`config.mk`:
```
export PLATFORM = sky130hd
export DESIGN_NAME = memory_reference_sequencer
export DESIGN_NICKNAME = d
export VERILOG_FILES = /design/src/common/mrs_pkg.sv /design/src/verilog/memory_reference_sequencer.sv
export SDC_FILE = /design/constraint.sdc
export NUM_CORES = 2
export LEC_CHECK = 0
export ABC_AREA = 0
export BUFFER_PORTS_ARGS = -buffer_cell sky130_fd_sc_hd__buf_2
export CAP_MARGIN = 15
export CORE_ASPECT_RATIO = 0.7
export CORE_UTILIZATION = 45
export CTS_CLUSTER_SIZE = 16
export DETAILED_ROUTE_END_ITERATION = 16
export SETUP_SLACK_MARGIN = 0.2
export SYNTH_ARGS = -nofsm -noshare
export SYNTH_HDL_FRONTEND = slang
export SYNTH_SLANG_ARGS = --single-unit
```
`constraint.sdc`:
```
create_clock -name pclk -period 6.8 [get_ports pclk]
set_input_delay 0 -clock pclk [delete_from_list [all_inputs] [get_ports pclk]]
set_output_delay 0 -clock pclk [all_outputs]
set_load 0.02 [all_outputs]
```
`src/common/mrs_pkg.sv`:
```
// constants and types shared by the memory reference sequencer
package mrs_pkg;
  localparam int W = 18;
  localparam int PW = 6;
  localparam int CNT_W = 4;
  localparam int CS_DEPTH_DEF = 64;
  localparam int NPORT_DEF = 8;
  localparam logic [PW-1:0] LOC_LAST = 6'h1f;
  localparam logic [PW-1:0] EXT_LAST = 6'h27;
  // timing in ns and derived pclk counts (least times round up)
  localparam int CLK_NS = 100;
  localparam int GO_GATE_NS = 640;
  localparam int GO_GO_NS = 800;
  localparam int RES_GO_NS = 400;
  localparam logic [CNT_W-1:0] GO_GATE_CYC = CNT_W'((GO_GATE_NS + CLK_NS - 1) / CLK_NS);
  localparam logic [CNT_W-1:0] GO_GO_CYC = CNT_W'((GO_GO_NS + CLK_NS - 1) / CLK_NS);
  localparam logic [CNT_W-1:0] RES_GO_CYC = CNT_W'((RES_GO_NS + CLK_NS - 1) / CLK_NS);
  // apb byte offsets
  localparam logic [7:0] A_CTRL = 8'h00;
  localparam logic [7:0] A_BASE = 8'h04;
  localparam logic [7:0] A_LIMIT = 8'h08;
  localparam logic [7:0] A_SIZE = 8'h0c;
  localparam logic [7:0] A_STAT = 8'h10;
  localparam logic [7:0] A_COD = 8'h14;
  // reset values and status bit positions
  localparam logic CTRL_RST = 1'h1;
  localparam logic [W-1:0] BASE_RST = 18'h0;
  localparam logic [W-1:0] LIMIT_RST = 18'h3ffff;
  localparam logic [W:0] SIZE_RST = 19'h40000;
  localparam int ST_BUSY = 0;
  localparam int ST_READY = 1;
  localparam int ST_PCHK = 2;
  // pointer classes
  localparam logic [1:0] PC_LOCAL = 2'h0;
  localparam logic [1:0] PC_EXT = 2'h1;
  localparam logic [1:0] PC_NONE = 2'h2;
  typedef enum logic [2:0] {
    SRC_PTR_REG, SRC_OUT_BUS, SRC_MC, SRC_MC1, SRC_MC2, SRC_MC_B, SRC_BASE_AB, SRC_INDEX
  } cs_src_t;
  typedef enum logic [1:0] {MS_IDLE, MS_FETCH, MS_WAITRES, MS_DONE} ms_state_t;
endpackage

```
`src/verilog/memory_reference_sequencer.sv`:
```
// memory reference and external operation sequencer with apb control
//
// Decided for this implementation: the register addresses and the APB register port.
`timescale 1ns/1ps
`default_nettype none
// Functional notes
// - control store address picked by 3-bit source field of the same vector
// - address needed only in the access step, latched at leading edge
// - every access drives the word on the output bus; missing location gives zero
// - read and write together perform only the write
// - read data usable next trailing edge and held until next access
// - write stores the write-data register and echoes it on the output bus
// - main read word at address plus base, gated onto output bus once ready
// - address above limit or beyond installed store gives zero and check
// - unprotected mode uses zero base, all-ones limit; overflow gives ones
// - pointers 0-31 local, 32-39 external, above is ones or null
// - go ignored while busy; go-gate, go-go and resume-go minimum gaps
// - port read pulses selected port and loads the 18 incoming lines
// - port transmit pulses the already selected port
module memory_reference_sequencer #(
  parameter int CS_DEPTH = mrs_pkg::CS_DEPTH_DEF,
  parameter int NPORT = mrs_pkg::NPORT_DEF
) (
  // clock and reset
  input wire logic pclk,
  input wire logic presetn,
  // apb slave
  input wire logic [7:0] paddr,
  input wire logic psel,
  input wire logic penable,
  input wire logic pwrite,
  input wire logic [31:0] pwdata,
  output logic [31:0] prdata,
  output logic pready,
  output logic pslverr,
  // step timing and control store commands
  input wire logic t_step,
  input wire logic cs_read_cmd,
  input wire logic cs_write_cmd,
  input wire logic [2:0] cs_addr_sel,
  // control store address and data sources
  input wire logic [mrs_pkg::W-1:0] ctrl_addr_bus,
  input wire logic [mrs_pkg::W-1:0] micro_counter,
  input wire logic [mrs_pkg::W-1:0] parameter_register,
  input wire logic [mrs_pkg::W-1:0] micro_base_bus,
  input wire logic [mrs_pkg::W-1:0] index_result,
  input wire logic [mrs_pkg::W-1:0] ctrl_write_data_bus,
  output logic [mrs_pkg::W-1:0] ctrl_output_bus,
  // main store commands and buses
  input wire logic main_go_cmd,
  input wire logic main_resume_cmd,
  input wire logic main_data_gate_cmd,
  input wire logic unprotected_main_mode,
  input wire logic [mrs_pkg::PW-1:0] main_input_pointer,
  input wire logic [mrs_pkg::PW-1:0] main_output_pointer,
  input wire logic [mrs_pkg::W-1:0] main_local_data,
  input wire logic [mrs_pkg::W-1:0] main_ext_data,
  output logic main_busy_test,
  output logic main_data_ready_test,
  output logic [mrs_pkg::W-1:0] main_output_bus,
  output logic main_local_we,
  output logic main_ext_we,
  output logic [mrs_pkg::PW-1:0] main_dest_sel,
  output logic program_check,
  // main store memory
  output logic ms_req,
  output logic ms_we,
  output logic [mrs_pkg::W-1:0] ms_addr,
  output logic [mrs_pkg::W-1:0] ms_wdata,
  input wire logic [mrs_pkg::W-1:0] ms_rdata,
  input wire logic ms_rvalid,
  // external ports
  input wire logic [$clog2(NPORT)-1:0] port_select_field,
  input wire logic port_read_cmd,
  input wire logic port_transmit_cmd,
  input wire logic [mrs_pkg::W-1:0] port_data_in,
  output logic [NPORT-1:0] port_read_strobe,
  output logic [NPORT-1:0] port_transmit_strobe,
  output logic [mrs_pkg::W-1:0] port_capture
);
  import mrs_pkg::*;
  localparam int AW = $clog2(CS_DEPTH);

  // pointer decode shared by the input and output pointers
  function automatic logic [1:0] ptr_class(input logic [PW-1:0] p);
    if (p <= LOC_LAST) return PC_LOCAL;
    else if (p <= EXT_LAST) return PC_EXT;
    else return PC_NONE;
  endfunction

  logic ctrl_reg, ctrl_next;
  logic [W-1:0] base_reg, base_next, limit_reg, limit_next;
  logic [W:0] size_reg, size_next;
  logic [31:0] prdata_next;
  logic pready_next, pslverr_next, wr_acc, pchk_clr;

  // control store
  logic [W-1:0] cs_mem [CS_DEPTH];
  logic [W-1:0] cod_reg, cod_next, cs_addr;
  logic cs_oob, cs_rd, cs_wr;

  // address source select, sampled only at the leading edge
  always_comb begin
    case (cs_src_t'(cs_addr_sel))
      SRC_PTR_REG: cs_addr = ctrl_addr_bus;
      SRC_OUT_BUS: cs_addr = cod_reg;
      SRC_MC: cs_addr = micro_counter;
      SRC_MC1: cs_addr = micro_counter + 18'h1;
      SRC_MC2: cs_addr = micro_counter + 18'h2;
      SRC_MC_B: cs_addr = micro_counter + {12'h0, parameter_register[5:0]};
      SRC_BASE_AB: cs_addr = micro_base_bus + {6'h0, parameter_register[11:0]};
      default: cs_addr = index_result;
    endcase
  end

  assign cs_oob = cs_addr >= W'(CS_DEPTH);
  assign cs_wr = t_step & cs_write_cmd;
  // write takes priority over a read in the same step
  assign cs_rd = t_step & cs_read_cmd & ~cs_write_cmd;

  // output bus only moves on an access, so it doubles as an address source
  always_comb begin
    cod_next = cod_reg;
    if (cs_wr) begin
      cod_next = cs_oob ? '0 : ctrl_write_data_bus;
    end else if (cs_rd) begin
      cod_next = cs_oob ? '0 : cs_mem[cs_addr[AW-1:0]];
    end
  end

  // address used in the access cycle only, later changes are harmless
  always_ff @(posedge pclk or negedge presetn) begin
    if (!presetn) begin
      cod_reg <= '0;
      for (int i = 0; i < CS_DEPTH; i++) cs_mem[i] <= '0;
    end else begin
      cod_reg <= cod_next;
      if (cs_wr && !cs_oob) cs_mem[cs_addr[AW-1:0]] <= ctrl_write_data_bus;
    end
  end

  // main store
  ms_state_t st_reg, st_next;
  logic [W-1:0] maddr_reg, maddr_next, data_reg, data_next, wdat_reg, wdat_next, mob_reg, mob_next;
  logic [W-1:0] main_in, eff_base, eff_lim;
  logic [W:0] ms_sum;
  logic [CNT_W-1:0] go_cnt_reg, go_cnt_next, res_cnt_reg, res_cnt_next;
  logic wr_reg, wr_next, flt_reg, flt_next, pend_reg, pend_next, got_reg, got_next;
  logic rdy_reg, rdy_next, busy_reg, busy_next, req_reg, req_next, we_reg, we_next;
  logic pchk_reg, pchk_next, stk_reg, stk_next, lwe_reg, lwe_next, ewe_reg, ewe_next;
  logic [PW-1:0] dsel_reg, dsel_next;
  logic prot, ms_bad, go_ok, res_take, gate_ok;

  // input bus: local, external or all ones beyond both
  always_comb begin
    case (ptr_class(main_input_pointer))
      PC_LOCAL: main_in = main_local_data;
      PC_EXT: main_in = main_ext_data;
      default: main_in = '1;
    endcase
  end

  // protection off behaves as base zero and limit all ones
  assign prot = ctrl_reg & ~unprotected_main_mode;
  assign eff_base = prot ? base_reg : '0;
  assign eff_lim = prot ? limit_reg : '1;
  assign ms_sum = {1'b0, main_in} + {1'b0, eff_base};
  assign ms_bad = (main_in > eff_lim) | (ms_sum >= size_reg);
  assign go_ok = t_step & main_go_cmd & ~busy_reg;
  assign res_take = (st_reg == MS_FETCH) & wr_reg & ~pend_reg & t_step & main_resume_cmd;
  assign gate_ok = t_step & main_data_gate_cmd & rdy_reg;

  // one memory cycle at a time; a go reads unless the address is bad, so the word can be gated
  always_comb begin
    st_next = st_reg;
    maddr_next = maddr_reg;
    data_next = data_reg;
    wdat_next = wdat_reg;
    wr_next = wr_reg;
    flt_next = flt_reg;
    pend_next = pend_reg;
    got_next = got_reg;
    req_next = 1'b0;
    we_next = we_reg;
    pchk_next = 1'b0;
    go_cnt_next = (go_cnt_reg < GO_GO_CYC) ? go_cnt_reg + 4'h1 : go_cnt_reg;
    res_cnt_next = (res_cnt_reg < RES_GO_CYC) ? res_cnt_reg + 4'h1 : res_cnt_reg;
    rdy_next = got_reg & (go_cnt_reg >= GO_GATE_CYC);
    case (st_reg)
      MS_IDLE: begin
        if (go_ok) begin
          maddr_next = ms_sum[W-1:0];
          wr_next = ~main_resume_cmd;
          flt_next = ms_bad;
          pend_next = 1'b0;
          go_cnt_next = '0;
          rdy_next = 1'b0;
          if (main_resume_cmd) res_cnt_next = '0;
          if (ms_bad) begin
            data_next = prot ? '0 : '1;
            pchk_next = 1'b1;
            got_next = 1'b1;
            st_next = main_resume_cmd ? MS_DONE : MS_WAITRES;
          end else begin
            got_next = 1'b0;
            req_next = 1'b1;
            we_next = 1'b0;
            st_next = MS_FETCH;
          end
        end
      end
      MS_FETCH: begin
        if (res_take) begin
          pend_next = 1'b1;
          wdat_next = main_in;
          res_cnt_next = '0;
        end
        if (ms_rvalid) begin
          data_next = ms_rdata;
          got_next = 1'b1;
          if (!wr_reg) begin
            st_next = MS_DONE;
          end else if (pend_reg || res_take) begin
            req_next = 1'b1;
            we_next = 1'b1;
            st_next = MS_DONE;
          end else begin
            st_next = MS_WAITRES;
          end
        end
      end
      MS_WAITRES: begin
        // read word may be gated here before the modified data is resumed
        if (t_step && main_resume_cmd) begin
          res_cnt_next = '0;
          st_next = MS_DONE;
          if (!flt_reg) begin
            req_next = 1'b1;
            we_next = 1'b1;
            wdat_next = main_in;
          end
        end
      end
      MS_DONE: begin
        // busy covers both spacing windows so a new go cannot land early
        if (go_cnt_reg == GO_GO_CYC && res_cnt_reg == RES_GO_CYC) st_next = MS_IDLE;
      end
      default: st_next = MS_IDLE;
    endcase
    busy_next = st_next != MS_IDLE;
    stk_next = pchk_next | (stk_reg & ~pchk_clr);
  end

  // gating the word; destination pointer sampled in the gate step
  always_comb begin
    mob_next = gate_ok ? data_reg : mob_reg;
    lwe_next = gate_ok & (ptr_class(main_output_pointer) == PC_LOCAL);
    ewe_next = gate_ok & (ptr_class(main_output_pointer) == PC_EXT);
    dsel_next = gate_ok ? main_output_pointer : dsel_reg;
  end

  always_ff @(posedge pclk or negedge presetn) begin
    if (!presetn) begin
      st_reg <= MS_IDLE;
      maddr_reg <= '0;
      data_reg <= '0;
      wdat_reg <= '0;
      mob_reg <= '0;
      wr_reg <= 1'b0;
      flt_reg <= 1'b0;
      pend_reg <= 1'b0;
      got_reg <= 1'b0;
      rdy_reg <= 1'b0;
      busy_reg <= 1'b0;
      req_reg <= 1'b0;
      we_reg <= 1'b0;
      pchk_reg <= 1'b0;
      stk_reg <= 1'b0;
      lwe_reg <= 1'b0;
      ewe_reg <= 1'b0;
      dsel_reg <= '0;
      go_cnt_reg <= GO_GO_CYC;
      res_cnt_reg <= RES_GO_CYC;
    end else begin
      st_reg <= st_next;
      maddr_reg <= maddr_next;
      data_reg <= data_next;
      wdat_reg <= wdat_next;
      mob_reg <= mob_next;
      wr_reg <= wr_next;
      flt_reg <= flt_next;
      pend_reg <= pend_next;
      got_reg <= got_next;
      rdy_reg <= rdy_next;
      busy_reg <= busy_next;
      req_reg <= req_next;
      we_reg <= we_next;
      pchk_reg <= pchk_next;
      stk_reg <= stk_next;
      lwe_reg <= lwe_next;
      ewe_reg <= ewe_next;
      dsel_reg <= dsel_next;
      go_cnt_reg <= go_cnt_next;
      res_cnt_reg <= res_cnt_next;
    end
  end

  // external ports: clear then load collapses into one load
  logic [NPORT-1:0] prs_next, pts_next, prs_reg, pts_reg;
  logic [W-1:0] pcap_reg, pcap_next;
  for (genvar i = 0; i < NPORT; i++) begin : g_port
    assign prs_next[i] = t_step & port_read_cmd & (port_select_field == ($clog2(NPORT))'(i));
    assign pts_next[i] = t_step & port_transmit_cmd & (port_select_field == ($clog2(NPORT))'(i));
  end
  always_comb begin
    pcap_next = (t_step & port_read_cmd) ? port_data_in : pcap_reg;
  end
  always_ff @(posedge pclk or negedge presetn) begin
    if (!presetn) begin
      prs_reg <= '0;
      pts_reg <= '0;
      pcap_reg <= '0;
    end else begin
      prs_reg <= prs_next;
      pts_reg <= pts_next;
      pcap_reg <= pcap_next;
    end
  end

  // apb: read data prepared in setup, one access cycle, no wait states
  assign wr_acc = psel & penable & pready & pwrite;
  assign pchk_clr = wr_acc & (paddr == A_STAT) & pwdata[ST_PCHK];
  always_comb begin
    ctrl_next = ctrl_reg;
    base_next = base_reg;
    limit_next = limit_reg;
    size_next = size_reg;
    prdata_next = prdata;
    pslverr_next = 1'b0;
    pready_next = psel & ~penable;
    if (psel && !penable) begin
      pslverr_next = 1'b0;
      case (paddr)
        A_CTRL: prdata_next = {31'h0, ctrl_reg};
        A_BASE: prdata_next = {14'h0, base_reg};
        A_LIMIT: prdata_next = {14'h0, limit_reg};
        A_SIZE: prdata_next = {13'h0, size_reg};
        A_STAT: prdata_next = {29'h0, stk_reg, rdy_reg, busy_reg};
        A_COD: prdata_next = {14'h0, cod_reg};
        default: begin
          prdata_next = 32'h0;
          pslverr_next = 1'b1;
        end
      endcase
    end
    if (wr_acc) begin
      case (paddr)
        A_CTRL: ctrl_next = pwdata[0];
        A_BASE: base_next = pwdata[W-1:0];
        A_LIMIT: limit_next = pwdata[W-1:0];
        A_SIZE: size_next = pwdata[W:0];
        default: ;
      endcase
    end
  end
  always_ff @(posedge pclk or negedge presetn) begin
    if (!presetn) begin
      ctrl_reg <= CTRL_RST;
      base_reg <= BASE_RST;
      limit_reg <= LIMIT_RST;
      size_reg <= SIZE_RST;
      prdata <= 32'h0;
      pready <= 1'b0;
      pslverr <= 1'b0;
    end else begin
      ctrl_reg <= ctrl_next;
      base_reg <= base_next;
      limit_reg <= limit_next;
      size_reg <= size_next;
      prdata <= prdata_next;
      pready <= pready_next;
      pslverr <= pslverr_next;
    end
  end

  // outputs straight from flops
  assign ctrl_output_bus = cod_reg;
  assign main_busy_test = busy_reg;
  assign main_data_ready_test = rdy_reg;
  assign main_output_bus = mob_reg;
  assign main_local_we = lwe_reg;
  assign main_ext_we = ewe_reg;
  assign main_dest_sel = dsel_reg;
  assign program_check = pchk_reg;
  assign ms_req = req_reg;
  assign ms_we = we_reg;
  assign ms_addr = maddr_reg;
  assign ms_wdata = wdat_reg;
  assign port_read_strobe = prs_reg;
  assign port_transmit_strobe = pts_reg;
  assign port_capture = pcap_reg;

  // checks
  a_cs_oob_zero: assert property (@(posedge pclk) disable iff (!presetn)
    (t_step && (cs_read_cmd || cs_write_cmd) && cs_oob) |=> ctrl_output_bus == '0) else $error("oob not zero");
  a_write_wins: assert property (@(posedge pclk) disable iff (!presetn)
    (cs_wr && cs_read_cmd && !cs_oob) |=> ctrl_output_bus == $past(ctrl_write_data_bus)) else $error("read won");
  a_cod_holds: assert property (@(posedge pclk) disable iff (!presetn)
    !(t_step && (cs_read_cmd || cs_write_cmd)) |=> $stable(ctrl_output_bus)) else $error("cod moved");
  a_go_spacing: assert property (@(posedge pclk) disable iff (!presetn)
    go_ok |-> go_cnt_reg == GO_GO_CYC && res_cnt_reg == RES_GO_CYC) else $error("go too soon");
  a_ready_gap: assert property (@(posedge pclk) disable iff (!presetn)
    $rose(main_data_ready_test) |-> go_cnt_reg > GO_GATE_CYC) else $error("ready early");
  a_limit_check: assert property (@(posedge pclk) disable iff (!presetn)
    (go_ok && prot && main_in > limit_reg) |=> program_check && data_reg == '0) else $error("no check");
  a_direct_ones: assert property (@(posedge pclk) disable iff (!presetn)
    (go_ok && !prot && ms_bad) |=> program_check && data_reg == '1) else $error("not ones");
  a_null_dest: assert property (@(posedge pclk) disable iff (!presetn)
    (t_step && main_data_gate_cmd && main_output_pointer > EXT_LAST) |=> !main_local_we && !main_ext_we)
    else $error("null dest wrote");
  a_gate_word: assert property (@(posedge pclk) disable iff (!presetn)
    gate_ok |=> main_output_bus == $past(data_reg) ##1 !main_local_we || $past(gate_ok)) else $error("gate");
  a_port_read: assert property (@(posedge pclk) disable iff (!presetn)
    (t_step && port_read_cmd) |=> $onehot(port_read_strobe) && port_capture == $past(port_data_in))
    else $error("port read");
  a_port_xmit: assert property (@(posedge pclk) disable iff (!presetn)
    (t_step && port_transmit_cmd) |=> $onehot(port_transmit_strobe) ##1 port_transmit_strobe == '0 ||
    $past(t_step && port_transmit_cmd)) else $error("port xmit");
endmodule
`default_nettype wire

```
==> results.py <==
metrics = {
    "status": {
        "status": "completed",
    },
    "grt": {
        "grt_max_degree": 173,
        "top_usage_layer": "met1",
        "gr-usage-met3_pct": 9.35,
        "grt_pass1_vias": 49600,
        "met1_usage_pct": 45.8,
        "antenna_found_initial": 9,
        "grt_pass1_wl_mm": 353,
        "grt_usage_pct": 30.9,
        "use_met2_pct": 43.2,
        "overflow": 0,
    },
    "worst_setup_path": {
        "critical_path_class": "input pin to flip-flop",
        "crit_start": "main_input_pointer[5]",
        "ff2ff_setup_slack_ns": 1.24,
        "cp.arrival_ns": 6.69,
        "reg2reg_to": "data_reg[5]",
        "cp.depth": 24,
        "path_cells": "buf_2 -> nand2_1 -> o22ai_1 -> dlygate4sd3_1 -> inv_1 -> ha_1 -> ha_1 -> a31oi_1 -> o21bai_1 -> a211o_1 -> a2111oi_0 -> buf_4 -> o31a_1 -> xnor2_1 -> ha_1 -> a21o_1 -> a21o_1 -> a2111oi_0 -> a21oi_1 -> a211oi_1 -> buf_4 -> a21o_1 -> buf_12 -> mux2_2",
        "reg2reg_depth": 21,
        "path_max_fanout": 21,
        "cp_slowest_cell": "dlygate4sd3_1",
        "path_buf_inv": 6,
        "slowest_delay_ns": 0.68,
        "critPathLaunchType": "input pin",
        "timing.rr.start": "ctrl_reg",
        "cp.required_ns": 7.45,
        "cp_top_family": "compound AO/OA/AOI/OAI gates",
        "end_kind": "flip-flop",
        "endpoint": "data_reg[5]",
    },
    "power": {
        "peakVddDrop_uv": 275,
        "p_per_area_nw_per_um2": 266,
        "p_leak_uw": 0.0392,
    },
    "drt": {
        "ant_nets": 0,
        "vias": 49800,
        "via_per_inst": 6.23,
        "drc": 0,
        "routed_wl_mm": 242,
        "detail_route.wl_per_cell_um": 30.3,
        "firstDrtPassIters": 8,
        "drt_iter0_markers": 5753,
    },
    "logic_synthesis": {
        "synth-seq-cells": 1381,
        "synth.avg_cell_area_um2": 12.7,
        "synthCells": 5432,
        "synth_edf_count": 0,
        "syn-cell-area_um2": 68900,
        "yosysTopAreaCellShare_pct": 49.4,
        "yosysWarnings": 0,
        "seq_area_frac_synth_pct": 50.2,
        "synth_top_cells_by_area": "dfrtp_1 49%, mux2_4 13%, mux2_2 12%, o22ai_1 2.3%, nand2_1 2.2%",
        "synth_flop_cell": "dfrtp_1",
        "synth_cell_types": 103,
        "yosysTopAreaCell": "dfrtp_1",
        "async_flop_share_pct": 100,
        "synth_commonest_cells": "1359 x dfrtp_1, 714 x mux2_2, 600 x mux2_4",
        "synth_most_common_cell": "dfrtp_1",
    },
    "placed_design": {
        "gp_congestion": 0.939,
        "placed_area_um2": 72900,
        "dp_hpwl_mm": 154,
        "io_buffers": 370,
    },
    "floorplanning": {
        "initial_core_util_pct": 45.6,
        "die_x_um": 470,
        "core_um2": 151000,
        "num_io_pins": 406,
        "fp.dieH_um": 329,
        "fp.dieArea_um2": 155000,
        "num_rows": 119,
    },
    "clock_network": {
        "path_clk_slew_ns": 0.07,
        "post_cts_buffers": 0,
        "hold_buffers": 172,
        "cts_buffers": 136,
        "h-tree-depth": 4,
        "cts_buffer_depth": 3,
        "cts-root-buf": "clkbuf_16",
        "cts.sinks": 1381,
        "clk_latency_ns": 0.78,
        "cts_tree": "done",
        "cts.repair.resized": 0,
    },
    "sta": {
        "setup_viol_count_final": 0,
        "period_share_pct": 88.8,
        "hold_viol_final": 0,
        "max_slew_margin_pct": 11.8,
        "period_needed_ns": 6.04,
        "grt_setup_unrepaired": "no",
        "max_slew.worst_pin.slew_ns": 1.32,
        "slew_violations": 0,
        "tns_ns": 0,
        "max_freq_ghz": 0.166,
        "finClkSkew_ns": 0.0291,
    },
    "final_layout": {
        "final_layout_size_suffix_gt1_share_pct": 37.9,
        "largest_register_ffs": 1152,
        "nets": 6225,
        "syn2layout_area_growth_pct": 15.1,
        "final_area_um2": 79300,
    },
    "run": {
        "drv_cap": 0,
    },
    "hold_path": {
        "hp-class": "input pin to flip-flop",
    },
}
-- how the worst min path moves through the flow --
stage                             endpoint              startpoint  depth (start not counted)  slack (ns)
after global placement         cs_mem[152]                 presetn                          1        0.08
after CTS                 main_dest_sel[4]  main_output_pointer[4]                          3       0.005
after global routing         limit_reg[17]              pwdata[17]                          3        0.03
after floorplan                base_reg[0]                 presetn                          0       -0.30
after detailed placement       cs_mem[152]                 presetn                          1        0.08
final                         size_reg[17]              pwdata[17]                          3        0.02
-- worst min-delay path, stage by stage --
cell           delay, ns
dlygate4sd3_1       0.52
buf_2               0.11
mux2_2              0.14
-- where the power goes --
part	total (µW)	switching [µW]	leakage (µW)	internal [µW]
registers	8890	266	0.0189	8620
clock network	8030	3400	0.00231	4630
logic	4170	2800	0.0181	1370
-- cell usage in the layout (no fill, tap or decap), types with 33 or more instances in the layout --
cell type / instances
ha_1: 79
buf_4: 189
nand3_1: 132
mux2_4: 600
o21ai_0: 118
nand2_1: 403
inv_1: 63
buf_2: 369
dlygate4sd3_1: 171
nand3_4: 70
o22ai_1: 252
a31oi_1: 42
nor2_1: 182
clkbuf_16: 143
nor3_1: 36
mux2i_1: 46
mux2_2: 714
o221ai_1: 60
a21oi_1: 140
clkbuf_8: 33
dfrtp_1: 1359
o22a_1: 38
-- area by class of cell --
cell class | count | area (µm²)
inverters | 64 | 240
clock buffers | 199 | 4120
fillers | 12800 | 71800
well taps | 1996 | 2500
repair buffers | 749 | 5380
flip-flops and latches | 1381 | 34600
multi-input cells | 3559 | 31900
clock inverters | 44 | 569
diodes | 2 | 5.00
-- stage by stage --
stage          std cells  power, µW  hold WS (ns)  worst slack (ns)  util (%)
2_1_floorplan       5444      11100        -0.296              1.49         -
3_5_place_dp        7577      13000        0.0806             0.760      48.2
5_1_grt             7993      21700        0.0271             0.339      52.5
4_1_cts             7992      21100       0.00462             0.996      52.5
3_3_place_gp        7576      12900        0.0800             0.850      48.2
6_report            7994      21100        0.0204             0.759      52.5
-- metal layers --
layer	vias up	part of all wire (%)
li1	21000	-
met3	373	11
met1	26200	45
met5	-	0.051
met2	2217	42
met4	10	2.5
-- cells by family (layout without fill, tap and decap cells) --
family / Yosys count / after routing / synth area share, %
DFF: 1381 / 1381 / 50.2
muxes: 1367 / 1367 / 25.6
and+or+nand+nor: 1047 / 1047 / 8.25
AOI/OAI and AO/OA: 1009 / 1009 / 10.1
buffers and inverters: 504 / 1056 / 3.86
adders and majority gates: 82 / 82 / 1.51
xor gates and xnor gates: 41 / 41 / 0.521
other: 1 / 15 / 0.00544
Note: power is estimated with default switching activity, not from simulation.
